## src/sapm_pkg.sv

```systemverilog
// shared constants and types for the sdram auto power manager
`default_nettype none
package sapm_pkg;
  // ------------------------------------------------------------
  // register map
  // ------------------------------------------------------------
  localparam logic [3:0]  ADDR_CTRL   = 4'h0;
  localparam logic [3:0]  ADDR_EXIT   = 4'h4;
  localparam logic [3:0]  ADDR_STAT   = 4'h8;
  localparam logic [31:0] CTRL_RESET  = 32'h0000_0000;
  localparam logic [31:0] CTRL_WMASK  = 32'h0000_f7f0;
  localparam logic [31:0] EXIT_WMASK  = 32'h0000_000f;
  localparam int          PD_LSB      = 12;
  localparam int          LP_LSB      = 8;
  localparam int          SR_LSB      = 4;
  localparam logic [1:0]  RESP_OKAY   = 2'h0;
  localparam logic [1:0]  RESP_SLVERR = 2'h2;

  // ------------------------------------------------------------
  // modes and timing
  // ------------------------------------------------------------
  localparam logic [2:0]  LP_SELFREF  = 3'h2;
  localparam logic [2:0]  LP_PWRDOWN  = 3'h4;
  localparam logic [18:0] THR_BASE    = 19'h0_0010;
  localparam int          CNT_W       = 19;
  localparam logic [4:0]  EXIT_EXTRA  = 5'h01;

  typedef struct packed {
    logic [3:0] powerdown_idle_timer;
    logic [2:0] lp_sel;
    logic [3:0] selfrefresh_idle_timer;
  } sapm_ctrl_t;

  typedef enum logic [1:0] {
    ST_AWAKE = 2'b00,
    ST_LOW   = 2'b01,
    ST_EXIT  = 2'b11
  } sapm_state_t;

  // idle threshold in clocks for a 4-bit timer code
  function automatic logic [CNT_W-1:0] idle_threshold(
    input logic [3:0] code
  );
    logic [CNT_W-1:0] t;
    t = '0;
    if (code != 4'h0)
      t = THR_BASE << (code - 4'h1);
    return t;
  endfunction
endpackage
`default_nettype wire

```

## src/sapm_idle_timer.sv

```systemverilog
// idle cycle counter with programmable threshold
`default_nettype none
module sapm_idle_timer
  import sapm_pkg::*;
(
  input  wire logic       aclk,
  input  wire logic       aresetn,
  input  wire logic       enable,
  input  wire logic       activity,
  input  wire logic [3:0] code,
  output var  logic       expired
);
  logic [CNT_W-1:0] count;
  logic [CNT_W-1:0] next_count;
  logic [CNT_W-1:0] thr;

  // ------------------------------------------------------------
  // counting
  // ------------------------------------------------------------
  always_comb
  begin
    thr        = idle_threshold(code);
    next_count = count;
    if (count != {CNT_W{1'b1}})
      next_count = count + 1'b1;
  end

  always_ff @(posedge aclk)
  begin
    if (!aresetn)
      count <= '0;
    else if (!enable || activity)
      count <= '0;
    else
      count <= next_count;
  end

  // code 0 gives threshold 0: expires on first idle cycle
  always_ff @(posedge aclk)
  begin
    if (!aresetn)
      expired <= 1'b0;
    else
      expired <= enable && !activity && (next_count >= thr);
  end
endmodule
`default_nettype wire

```

## src/sapm_top.sv

```systemverilog
// sdram auto power manager with axi4-lite register slave
`default_nettype none
module sapm_top
  import sapm_pkg::*;
(
  input  wire logic        aclk,
  input  wire logic        aresetn,
  input  wire logic [31:0] s_axi_awaddr,
  input  wire logic        s_axi_awvalid,
  output var  logic        s_axi_awready,
  input  wire logic [31:0] s_axi_wdata,
  input  wire logic [3:0]  s_axi_wstrb,
  input  wire logic        s_axi_wvalid,
  output var  logic        s_axi_wready,
  output var  logic [1:0]  s_axi_bresp,
  output var  logic        s_axi_bvalid,
  input  wire logic        s_axi_bready,
  input  wire logic [31:0] s_axi_araddr,
  input  wire logic        s_axi_arvalid,
  output var  logic        s_axi_arready,
  output var  logic [31:0] s_axi_rdata,
  output var  logic [1:0]  s_axi_rresp,
  output var  logic        s_axi_rvalid,
  input  wire logic        s_axi_rready,
  input  wire logic        cmd_pending,
  input  wire logic        cmd_issued,
  input  wire logic        access_req,
  output var  logic        powerdown_active,
  output var  logic        selfrefresh_active,
  output var  logic        cmd_allowed,
  output var  logic        read_allowed
);
  sapm_ctrl_t  ctrl;
  logic [3:0]  powerdown_exit_delay;
  sapm_state_t state;
  sapm_state_t next_state;
  logic        low_is_sr;
  logic [4:0]  exit_cnt;
  logic        aw_got;
  logic        w_got;
  logic [3:0]  aw_addr;
  logic [31:0] w_data;
  logic [3:0]  w_strb;
  logic        do_write;
  logic        mode_pd;
  logic        mode_sr;
  logic        activity;
  logic        timer_en;
  logic        expired;
  logic [3:0]  timer_code;
  logic [31:0] ctrl_word;
  logic [31:0] wmask;

  // ------------------------------------------------------------
  // helpers
  // ------------------------------------------------------------
  function automatic logic [31:0] strb_mask(input logic [3:0] s);
    return {{8{s[3]}}, {8{s[2]}}, {8{s[1]}}, {8{s[0]}}};
  endfunction

  always_comb
  begin
    mode_pd    = (ctrl.lp_sel == LP_PWRDOWN);
    mode_sr    = (ctrl.lp_sel == LP_SELFREF);
    timer_code = mode_sr ? ctrl.selfrefresh_idle_timer : ctrl.powerdown_idle_timer;
    activity   = cmd_pending || cmd_issued || access_req;
    timer_en   = (mode_pd || mode_sr) && (state == ST_AWAKE);
    do_write   = aw_got && w_got && !s_axi_bvalid;
    wmask      = strb_mask(w_strb);
    ctrl_word  = CTRL_RESET;
    ctrl_word[PD_LSB +: 4] = ctrl.powerdown_idle_timer;
    ctrl_word[LP_LSB +: 3] = ctrl.lp_sel;
    ctrl_word[SR_LSB +: 4] = ctrl.selfrefresh_idle_timer;
  end

  sapm_idle_timer u_timer (
    .aclk     (aclk),
    .aresetn  (aresetn),
    .enable   (timer_en),
    .activity (activity),
    .code     (timer_code),
    .expired  (expired)
  );

  // ------------------------------------------------------------
  // axi4-lite write path
  // ------------------------------------------------------------
  always_ff @(posedge aclk)
  begin
    if (!aresetn)
    begin
      aw_got        <= 1'b0;
      aw_addr       <= '0;
      s_axi_awready <= 1'b0;
    end
    else if (s_axi_awvalid && s_axi_awready)
    begin
      aw_got        <= 1'b1;
      aw_addr       <= s_axi_awaddr[3:0];
      s_axi_awready <= 1'b0;
    end
    else
    begin
      if (do_write)
        aw_got <= 1'b0;
      s_axi_awready <= !aw_got && !s_axi_bvalid;
    end
  end

  always_ff @(posedge aclk)
  begin
    if (!aresetn)
    begin
      w_got        <= 1'b0;
      w_data       <= '0;
      w_strb       <= '0;
      s_axi_wready <= 1'b0;
    end
    else if (s_axi_wvalid && s_axi_wready)
    begin
      w_got        <= 1'b1;
      w_data       <= s_axi_wdata;
      w_strb       <= s_axi_wstrb;
      s_axi_wready <= 1'b0;
    end
    else
    begin
      if (do_write)
        w_got <= 1'b0;
      s_axi_wready <= !w_got && !s_axi_bvalid;
    end
  end

  always_ff @(posedge aclk)
  begin
    if (!aresetn)
    begin
      s_axi_bvalid <= 1'b0;
      s_axi_bresp  <= RESP_OKAY;
    end
    else if (do_write)
    begin
      s_axi_bvalid <= 1'b1;
      s_axi_bresp  <= (aw_addr == ADDR_CTRL || aw_addr == ADDR_EXIT ||
                       aw_addr == ADDR_STAT) ? RESP_OKAY : RESP_SLVERR;
    end
    else if (s_axi_bready)
      s_axi_bvalid <= 1'b0;
  end

  // reserved bits are masked out of the stored value
  always_ff @(posedge aclk)
  begin
    if (!aresetn)
    begin
      ctrl                 <= '0;
      powerdown_exit_delay <= '0;
    end
    else if (do_write && aw_addr == ADDR_CTRL)
    begin
      if ((CTRL_WMASK & wmask) != '0)
      begin
        if (wmask[PD_LSB])
          ctrl.powerdown_idle_timer <= w_data[PD_LSB +: 4];
        if (wmask[LP_LSB])
          ctrl.lp_sel <= w_data[LP_LSB +: 3];
        if (wmask[SR_LSB])
          ctrl.selfrefresh_idle_timer <= w_data[SR_LSB +: 4];
      end
    end
    else if (do_write && aw_addr == ADDR_EXIT && (EXIT_WMASK & wmask) != '0)
      powerdown_exit_delay <= w_data[3:0];
  end

  // ------------------------------------------------------------
  // axi4-lite read path
  // ------------------------------------------------------------
  always_ff @(posedge aclk)
  begin
    if (!aresetn)
    begin
      s_axi_arready <= 1'b0;
      s_axi_rvalid  <= 1'b0;
      s_axi_rdata   <= '0;
      s_axi_rresp   <= RESP_OKAY;
    end
    else if (s_axi_arvalid && s_axi_arready)
    begin
      s_axi_arready <= 1'b0;
      s_axi_rvalid  <= 1'b1;
      s_axi_rresp   <= RESP_OKAY;
      case (s_axi_araddr[3:0])
        ADDR_CTRL: s_axi_rdata <= ctrl_word;
        ADDR_EXIT: s_axi_rdata <= {28'h000_0000, powerdown_exit_delay};
        ADDR_STAT: s_axi_rdata <= {27'h000_0000, exit_cnt != '0,
                                   low_is_sr, state == ST_LOW, state};
        default:
        begin
          s_axi_rdata <= '0;
          s_axi_rresp <= RESP_SLVERR;
        end
      endcase
    end
    else if (s_axi_rvalid)
    begin
      if (s_axi_rready)
        s_axi_rvalid <= 1'b0;
    end
    else
      s_axi_arready <= 1'b1;
  end

  // ------------------------------------------------------------
  // power state machine
  // ------------------------------------------------------------
  always_comb
  begin
    next_state = state;
    case (state)
      ST_AWAKE:
        if (expired && timer_en && !activity)
          next_state = ST_LOW;
      ST_LOW:
        if (activity || !(mode_pd || mode_sr))
          next_state = ST_EXIT;
      ST_EXIT:
        if (exit_cnt == 5'h01)
          next_state = ST_AWAKE;
      default:
        next_state = ST_AWAKE;
    endcase
  end

  always_ff @(posedge aclk)
  begin
    if (!aresetn)
      state <= ST_AWAKE;
    else
      state <= next_state;
  end

  always_ff @(posedge aclk)
  begin
    if (!aresetn)
      low_is_sr <= 1'b0;
    else if (state == ST_AWAKE && next_state == ST_LOW)
      low_is_sr <= mode_sr;
  end

  always_ff @(posedge aclk)
  begin
    if (!aresetn)
      exit_cnt <= '0;
    else if (state == ST_LOW && next_state == ST_EXIT)
      exit_cnt <= {1'b0, powerdown_exit_delay} + EXIT_EXTRA;
    else if (exit_cnt != '0)
      exit_cnt <= exit_cnt - 5'h01;
  end

  always_ff @(posedge aclk)
  begin
    if (!aresetn)
    begin
      powerdown_active   <= 1'b0;
      selfrefresh_active <= 1'b0;
      cmd_allowed        <= 1'b1;
      read_allowed       <= 1'b1;
    end
    else
    begin
      powerdown_active   <= (next_state == ST_LOW) &&
                            (state == ST_LOW ? !low_is_sr : mode_pd);
      selfrefresh_active <= (next_state == ST_LOW) &&
                            (state == ST_LOW ? low_is_sr : mode_sr);
      cmd_allowed        <= (next_state == ST_AWAKE);
      read_allowed       <= (next_state != ST_LOW);
    end
  end
endmodule
`default_nettype wire

```

## config.mk

```make
export PLATFORM = sky130hd
export DESIGN_NAME = sapm_top
export DESIGN_NICKNAME = d
export VERILOG_FILES = /design/src/sapm_pkg.sv /design/src/sapm_idle_timer.sv /design/src/sapm_top.sv
export SDC_FILE = /design/constraint.sdc
export NUM_CORES = 1
export LEC_CHECK = 0
export ABC_AREA = 1
export BUFFER_PORTS_ARGS = -buffer_cell sky130_fd_sc_hd__buf_2
export CAP_MARGIN = 0
export CORE_UTILIZATION = 35
export CTS_CLUSTER_SIZE = 30
export DETAILED_ROUTE_END_ITERATION = 10
export GPL_ROUTABILITY_DRIVEN = 1
export SLEW_MARGIN = 20
export SYNTH_ARGS = -nofsm -noshare
export SYNTH_HDL_FRONTEND = slang
export SYNTH_HIERARCHICAL = 1
export SYNTH_SLANG_ARGS = --single-unit
```

## constraint.sdc

```tcl
create_clock -name aclk -period 5.7 [get_ports aclk]
set_input_delay 0.57 -clock aclk [delete_from_list [all_inputs] [get_ports aclk]]
set_output_delay 0.57 -clock aclk [all_outputs]
set_load 0.05 [all_outputs]
```

# == After elaboration in Yosys (flattened, before gate mapping) ==
# Index checks and enable logic that the tools add are counted.
# totals
regBits,112
in_bits,110
out_inout_bits,45
word_cells,121
# classes
add_sub_neg,4
n_lt_le_gt_ge,1
n_eq_ne,13
n_shift,1
mux,22
bitwise_logic,2
reduce_logical,52
# op_table
cell,n
$pmux W16 S3,1
$mux W19,2
$reduce_bool A32 Y1,1
$add A19 B1 Y19 const B,1
$ge A19 B19 Y1,1
$logic_and A1 B1 Y1,19
$ne A19 B19 Y1 const B,1
$shl A5 B4 Y19 const A,1
$mux W1,10
$mux W2,5
$mux W5,2
$eq A4 B3 Y1 const B,2
$eq A4 B4 Y1 const B,2
$logic_not A4 Y1,2
$reduce_bool A2 Y1,4
$reduce_or A2 Y1,4
$logic_not A1 Y1,7
$logic_or A1 B1 Y1,7
$pmux W2 S3,1
$reduce_and A3 Y1,2
$add A4 B1 Y5 const B,1
$eq A5 B1 Y1 const B,1
$reduce_bool A5 Y1,1
$sub A5 B1 Y5 const B,1
other kinds (12),16

# == Logic depth before layout (Yosys ltp) ==
# Gate-level depths: netlist of run 1.
# logic_depth
word_depth,10
depth_mapped,21
depth_no_buf,21

# == Cells and area by module ==
# Netlist of run 1, hierarchy kept.
# by_module_without_submodules
mod,instances,cells_per_inst,area_each_um2,seq_area_each_um2
sapm_top,1,400,3054.2,1441.4
sapm_idle_timer,1,233,1531.5,400.4

# == Worst setup path before layout of run 1 ==
# No wires, ideal clock.
# synth_path
kind,register -> register
startpoint,register u_timer.count[0]
endpoint,register u_timer.expired
t_arrival_ps,2079
setup_slack_ps,3502
stages_incl_launch_ff,20
path_buffers,0
period_less_slack_ps,2198
cell_sequence,dfxtp_1 -> ha_1 -> nand3_1 -> inv_2 -> nand2_2 -> nor2_4 -> nand2_4 -> nand2_2 -> xor2_2 -> ha_1 -> nand2_1 -> inv_1 -> a21oi_1 -> nand2_1 -> nand2_1 -> nand2_1 -> nand2_1 -> nand2_1 -> nand2_1 -> a21oi_1
# synth_between
elab_chain_cells,4
elab_cells_between_ends,5
cone_classes,1 x add/sub; 1 x order compare; 1 x eq/ne; 1 x mux; 1 x reduce/logical
# synth_lines
item,line,rtl
"start, declared",sapm_idle_timer.sv:13,logic [CNT_W-1:0] count;
"start signal, assigned",sapm_idle_timer.sv:35,count <= next_count;
$add A19 B1 Y19 or $ne A19 B19 Y1 (tied branches),"sapm_idle_timer.sv:25, sapm_idle_timer.sv:24",
$mux W19 (*),sapm_idle_timer.sv:24,if (count != {CNT_W{1'b1}})
named net u_timer.next_count[10],sapm_idle_timer.sv:14,logic [CNT_W-1:0] next_count;
$ge A19 B19 Y1 (*),sapm_idle_timer.sv:44,expired <= enable && !activity && (next_count >= thr);
$logic_and A1 B1 Y1 (*),sapm_idle_timer.sv:44,
"end signal, assigned",sapm_idle_timer.sv:44,
"end, declared",sapm_idle_timer.sv:11,output var logic expired
# The timed path passes the listed nets; every way through them passes the cells marked *.
# A chain may end at the register's enable or synchronous reset.

# == Worst setup path after layout of run 1 ==
# layout_path
startpoint,register ctrl[4] in the netlist's numbering
endpoint,register u_timer.expired
# layout_between
elab_chain_cells,7
elab_cells_between_ends,12
cone_classes,1 x add/sub; 1 x order compare; 2 x eq/ne; 1 x shift; 2 x mux; 5 x reduce/logical
# layout_lines
item,line,rtl
"start, declared",sapm_top.sv:33,sapm_ctrl_t ctrl;
$eq A3 B2 Y1 (*),sapm_top.sv:64,mode_sr = (ctrl.lp_sel == LP_SELFREF);
$mux W4 (*),sapm_top.sv:65,timer_code = mode_sr ? ctrl.selfrefresh_idle_timer : ctrl.powerdown_idle_timer;
named net timer_code[3],sapm_top.sv:50,logic [3:0] timer_code;
$sub A4 B1 Y4,sapm_pkg.sv:47,t = THR_BASE << (code - 4'h1);
$shl A5 B4 Y19,sapm_pkg.sv:47,
$mux W19 (*),sapm_pkg.sv:46,if (code != 4'h0)
$ge A19 B19 Y1 (*),sapm_idle_timer.sv:44,
$logic_and A1 B1 Y1 (*),sapm_idle_timer.sv:44,
# Marks and branches as above.

==> summary.md, run 1 <==
| Metric | Value |
|---|---|
| Status | finished clean |
| Fin crit share | 48.97% |
| Syn Inst Count | 633 |
| Setup violators final | 0 |
| Die Width | 116.5 µm |
| CP Max Fanout | 10 |
| Aggregate global-route resource usage | 14.97% |
| Most frequent cells in the layout | nand2_1, dfxtp_1, nor2_1 |
| # rows | between 40 and 50 |
| Met2 Use GR | around 24% |
| WL final | approximately 9.6 mm |
| Tmin final | 2.791 ns |
| Die Y-Extent | 116.5 µm |
| Synth warn | 6 |
| Via Count | 3,928 |
| Commonest non-fill, non-tap cell in the layout | nand2_1 |
| Wire per inst | 11.08 µm |
| Setup TNS | 0 ns |
| Yosys top cell area share | 40.16% |
| VDD IR max | 0.1865 mV |
| First-pass GRT wire length | 15.75 mm |
| Number of CTS-inserted buffers | 9 |
| H-tree levels | 3 |
| Vias in the first global route | 3,546 |
| Syn avg cell area | 7.244 µm² |
| Yosys cell types | 40 |
| Antenna violations before repair | 0 |
| Pins Over Slew Limit | 0 |
| Hold Vio Cnt, Final | 0 |
| Startpoint types | flop |
| Layout cells sized above 1 | 14.60% |
| Initial core utilization | approximately 36% |
| Filler instances | between 1,000 and 1,500 |
| Synth area leaders | dfxtp_1, nand2_1, nor2_1 |
| Worst path top cell family by delay | compound AO/OA/AOI/OAI gates |
| Async set-reset flop share out of synthesis | 0% |
| Worst slew pin tran | 0.9303 ns |
| Nature of the critical path endpoint | flop |
| DRT iter0 DRCs | 131 |
| FF+latch count, synth | 92 |
| DRT antenna net count | 0 |
| Detailed Place HPWL | ~7.3 mm |
| CORE AREA | 12,720 µm² |
| CTS root buffer | clkbuf_16 |
| I/O pin total | between 150 and 200 |
| Net count, final | a little over 800 |
| Grt met3 use | 4.515% |
| CTS resizes | 0 |
| Gr busiest metal | met2 |
| CTS Buffer Depth | 2 |
| Crit-path cells | inv_1 > nand3_4 > o21ai_0 > inv_1 > nand2_1 > ha_1 > nand2_1 > inv_1 > a21oi_1 > nand2_1 > nand2_1 > nand2_1 > nand2_1 > nand2_1 > nand2_1 > a21oi_1 |
| Max_cap viols | 0 |
| CTS tree | done |
| PortBufs | 60 |
| Worst path slowest cell | o21ai_0 |
| Clk pin slew, worst setup/hold paths | 0.06 ns |
| Worst Skew | 0.006005 ns |
| Kind of critical path | flop to flop |
| Fin cells | 864 |
| Die area | about 14,000 µm² |
| Slew HR | 37.32% |
| DR pass1 iterations | 4 |
| CTS Hold Buffers Added | 0 |
| Cell Pwr Density | between 200 and 300 nW/µm² |
| Area Overhead vs Synth | 14.32% |
| Largest net degree at the start of global routing | 50 |
| CTS Sinks | ~90 |
| Final GP Congestion | 0.8861 |
| Min-Delay Path Class | flop to flop |
| Synth area leader | dfxtp_1 |
| # diodes | 0 |
| Worst EP required | 5.91 ns |
| Vias per cell | 4.546 |
| CP max stage delay | 0.76 ns |
| Critical Path AT | about 3.0 ns |
| Post-CTS setup repair buffer count | 0 |
| Drt drc | 0 |
| Sequential area share after synthesis | between 40% and 50% |
| Grt ovf | 0 |
| EDFF count, synth | 0 |
| F_max | around 360 MHz |
| Most used DFF post-synth | dfxtp_1 |
| Most used cell, CP | nand2_1 |
| Placed cell count | 848 |
| RSZ-0062 raised after global routing | no |
| Leak Pwr | about 0.0023 µW |
| Skew-Pair Late Insertion Delay | 0.34 ns |
| Global-route met1 utilization | a little under a fifth |
| Netlist Area Pre-Place | around 4600 µm² |
| Worst Path Buf+Inv | 3 |
## layout make-up
class,count,area [µm²],area share [%]
Multi-Input combinational cell,443,2288,43.65
Clock inverter,5,60.06,1.146
Inverter,81,304.0,5.800
Tap cell,172,215.2,4.105
Timing Repair Buffer,60,300.3,5.728
Sequential cell,92,1842,35.13
Clock buffer,11,232.7,4.439
## sequential cells by signal (all words and copies together) (netlist names), 2 cells and up
register and flops:
exit_cnt 5, aw_addr 4, s_axi_rdata 15, ctrl 11, w_strb 2, u_timer/count 19, powerdown_exit_delay 4, state 2
w_data 15
## synth_stat cells (2+ instances only)
cell type / count
a31oi_1: 3
o22ai_1: 3
nand4_1: 5
inv_2: 6
nand2_1: 126
nor2_4: 4
a21oi_1: 41
o21ai_2: 2
buf_4: 20
inv_1: 72
buf_2: 4
nand3_2: 2
xnor2_1: 4
nor2_1: 85
clkinv_1: 3
o21ai_0: 51
nor3_1: 11
dfxtp_1: 92
o21a_1: 5
nand3b_1: 2
o21ai_1: 3
clkbuf_1: 9
ha_1: 20
nor4_1: 4
xor2_1: 13
nand2_2: 5
nand3_1: 25
## kinds of logic (layout without fill, tap and decap cells)
kind of cell,Yosys count,in the layout,synth area share (%)
xor+xnor,18,18,3.602
buf+inv,116,157,11.40
simple gates,275,275,26.33
other cells,1,19,0.08178
flops,92,92,40.16
compound gates,111,111,12.96
fa+ha+maj,20,20,5.457
## metrics by stage
step	utilization, %	power [µW]	instance area (µm²)	setup WS [ns]	hold slack [ns]
CTS	41.21	1537	5243	2.916	0.4554
global route	41.21	1603	5243	2.662	0.4711
finish	41.21	1518	5243	2.909	0.4509
floorplan	-	907.9	4653	3.502	0.4219
detailed placement	38.91	944.8	4950	2.935	0.4434
global placement	38.91	936.5	4950	2.998	0.4421
## report_power, final
group          total (µW)  switching, µW  internal (µW)
Sequential            695           22.0            673
Combinational         235            154           80.4
Clock                 588            246            342
## worst paths after layout
check / from / end / slack, ns / cells past startpoint
max: ctrl[4]$_SDFFE_PN0P_ / u_timer/expired$_SDFF_PN0_ / 2.91 / 16
min: s_axi_rdata[3]$_SDFFE_PN0P_ / s_axi_rdata[3]$_SDFFE_PN0P_ / 0.45 / 2
max reg2reg: ctrl[4]$_SDFFE_PN0P_ / u_timer/expired$_SDFF_PN0_ / 2.91 / 16
min reg2reg: s_axi_rdata[3]$_SDFFE_PN0P_ / s_axi_rdata[3]$_SDFFE_PN0P_ / 0.45 / 2
## metal layers
| layer | up-vias | routed length (µm) |
|---|---|---|
| met5 | - | 0 |
| met4 | 0 | 171 |
| met3 | 16 | 323 |
| met2 | 68 | 4371 |
| met1 | 1748 | 4704 |
| li1 | 2096 | - |
## tightest hold or removal path, cell delays in order, from the launching register on
cell and delay [ns]:
dfxtp_1 0.31, nand2_1 0.06, nand2_1 0.04
No activity file was read; power rests on OpenSTA's default activity.
==> run 2, diff against run 1 <==
clock period = 2.7 ns   (was 5.7 ns; I/O delays follow)
==> run 2 against run 1 <==
Net effect: clock power up 110%; via count about the same; register-to-register slack worse by 2.7 ns; sequential cell count unchanged; total power up 110%; final cell count up 0.69%; combinational power up 110%; highest routed layer unchanged.
==> summary.md, run 2 (synthesis gave the netlist of run 1 again) <==
| Metric | Value |
|---|---|
| Most frequent cells in the layout | nand2_1, dfxtp_1, nor2_1 |
| DRT iter0 DRCs | 242 |
| I/O pin total | 155 |
| Overall power | 3215 µW |
| Vias per cell | 4.511 |
| DRT antenna net count | 0 |
| CTS Buffer Depth | 2 |
| Vias in the first global route | about 3,600 |
| DP Area | around 5000 µm² |
| # rows | 41 |
| CTS Hold Buffers Added | 0 |
| Antenna violations before repair | 0 |
| Kind of critical path | flop to flop |
| Multi-input gate area | 2300 µm² |
| Tmin final | 2.495 ns |
| Worst EP required | 2.92 ns |
| CORE AREA | between 10,000 and 15,000 µm² |
| Net count, final | slightly above 800 |
| Largest Register | u_timer/count |
| Skew-Pair Late Insertion Delay | 0.34 ns |
| Hold depth | 3 |
| Cell Pwr Density | around 600 nW/µm² |
| Hold Vio Cnt, Final | 0 |
| Status | finished clean |
| Min-Delay Path Class | input port to flop |
| Initial core utilization | 36.04% |
| H-tree levels | 3 |
| Hold slack | roughly 0.17 ns |
| Clk pin slew, worst setup/hold paths | 0.07 ns |
| DR pass1 iterations | 4 |
| PortBufs | 60 |
| Largest registers | u_timer/count: 19 flops, s_axi_rdata: 15 flops, w_data: 15 flops |
| CTS root buffer | clkbuf_16 |
| RSZ-0062 raised after global routing | no |
| Cells on worst reg2reg path | 19 |
| Aggregate global-route resource usage | 15.57% |
| F_max | 400.9 MHz |
| Final worst slack | 0.2054 ns |
| Nature of the critical path endpoint | flop |
| Final Cell Area | 5305 µm² |
| Via Count | 3,925 |
| Die Width | 116.5 µm |
| Filler instances | 1,361 |
| Register-to-register setup slack | 0.21 ns |
| Worst Skew | between 0.005 and 0.006 ns |
| Pins Over Slew Limit | 0 |
| FF+latch area | 1842 µm² |
| Area Overhead vs Synth | 15.69% |
| WL final | 9.704 mm |
| Die Y-Extent | 116.5 µm |
| Pre-CTS setup slack | ~0.21 ns |
| Largest net degree at the start of global routing | 35 |
| Final GP Congestion | 0.9348 |
| Die area | 13,560 µm² |
| Grt ovf | 0 |
| Wire per inst | 11.15 µm |
| Leak Pwr | about 0.0024 µW |
| Setup violators final | 0 |
| Commonest non-fill, non-tap cell in the layout | nand2_1 |
| Number of CTS-inserted buffers | 9 |
| Hold worst-path end | aw_addr[1]$_SDFFE_PN0P_ |
| CP Max Fanout | 4 |
| Max_cap viols | 0 |
| Max reg flops | 19 |
| Drt drc | 0 |
| CTS tree | done |
| Fin crit share | 92.39% |
| R2r startpoint | u_timer/count[0]$_SDFF_PP0_ |
| VDD IR max | roughly 0.30 mV |
| Detailed Place HPWL | 7.440 mm |
| Hold path startpoint | s_axi_awaddr[1] |
| # diodes | 0 |
| Startpoint types | flop |
| CTS Sinks | 92 |
| Layout cells sized above 1 | 15.62% |
| First-pass GRT wire length | ~16 mm |
| RR Endpoint | u_timer/expired$_SDFF_PN0_ |
| Critical Path AT | 2.72 ns |
| Setup TNS | 0 ns |
==> run 2: how the worst max path moves through the flow <==
stage                                startpoint                    endpoint  cells after the start
floorplan           u_timer/count[0]$_SDFF_PP0_  u_timer/expired$_SDFF_PN0_                     19
global placement    u_timer/count[1]$_SDFF_PP0_  u_timer/expired$_SDFF_PN0_                     19
detailed placement  u_timer/count[3]$_SDFF_PP0_  u_timer/expired$_SDFF_PN0_                     17
CTS                 u_timer/count[3]$_SDFF_PP0_  u_timer/expired$_SDFF_PN0_                     17
global route        u_timer/count[1]$_SDFF_PP0_  u_timer/expired$_SDFF_PN0_                     19
finish              u_timer/count[0]$_SDFF_PP0_  u_timer/expired$_SDFF_PN0_                     19
==> run 2: final cells by class <==
type | count | area share, %
Sequential cell | 92 | 34.72
Timing Repair Buffer | 67 | 6.651
Multi-Input combinational cell | 443 | 43.35
Inverter | 81 | 5.731
Clock buffer | 10 | 4.316
Clock inverter | 5 | 1.179
Tap cell | 172 | 4.057
==> run 2: through the flow <==
step / instances / util, %
after global placement: 855 / 39.32
after global routing: 870 / 41.70
final: 870 / 41.70
after detailed placement: 855 / 39.32
after floorplan: 651 / -
after CTS: 870 / 41.61
==> run 2: report_power, final <==
group / total (µW) / switching (µW) / internal (µW)
Clock: 1250 / 534 / 717
Combinational: 499 / 328 / 171
Sequential: 1470 / 44.1 / 1420
==> run 2: worst max-delay path, stage by stage (launching register included) <==
cell and delay (ns):
dfxtp_1 0.36, ha_1 0.22, nand3_1 0.15, inv_2 0.10
nand2_2 0.09, nor2_4 0.16, nand2_4 0.06, nand2_2 0.08
xor2_2 0.21, ha_1 0.28, nand2_1 0.10, inv_1 0.05
a21oi_1 0.13, nand2_1 0.07, nand2_1 0.05, nand2_1 0.05
nand2_1 0.06, nand2_1 0.04, nand2_1 0.05, a21oi_1 0.05
==> run 2: per-layer routing <==
metal	global-route usage, %	wire length (µm)	up-vias
li1	-	-	2111
met1	19.76	4716	1725
met2	24.93	4442	75
met3	3.581	380	14
met4	7.436	163	0
met5	0	0	-
==> run 2: what timing repair did <==
action	4_1_cts	5_1_grt
gates resized for setup	0	4
buffers inserted	0	0
endpoints found under the setup margin	0	1
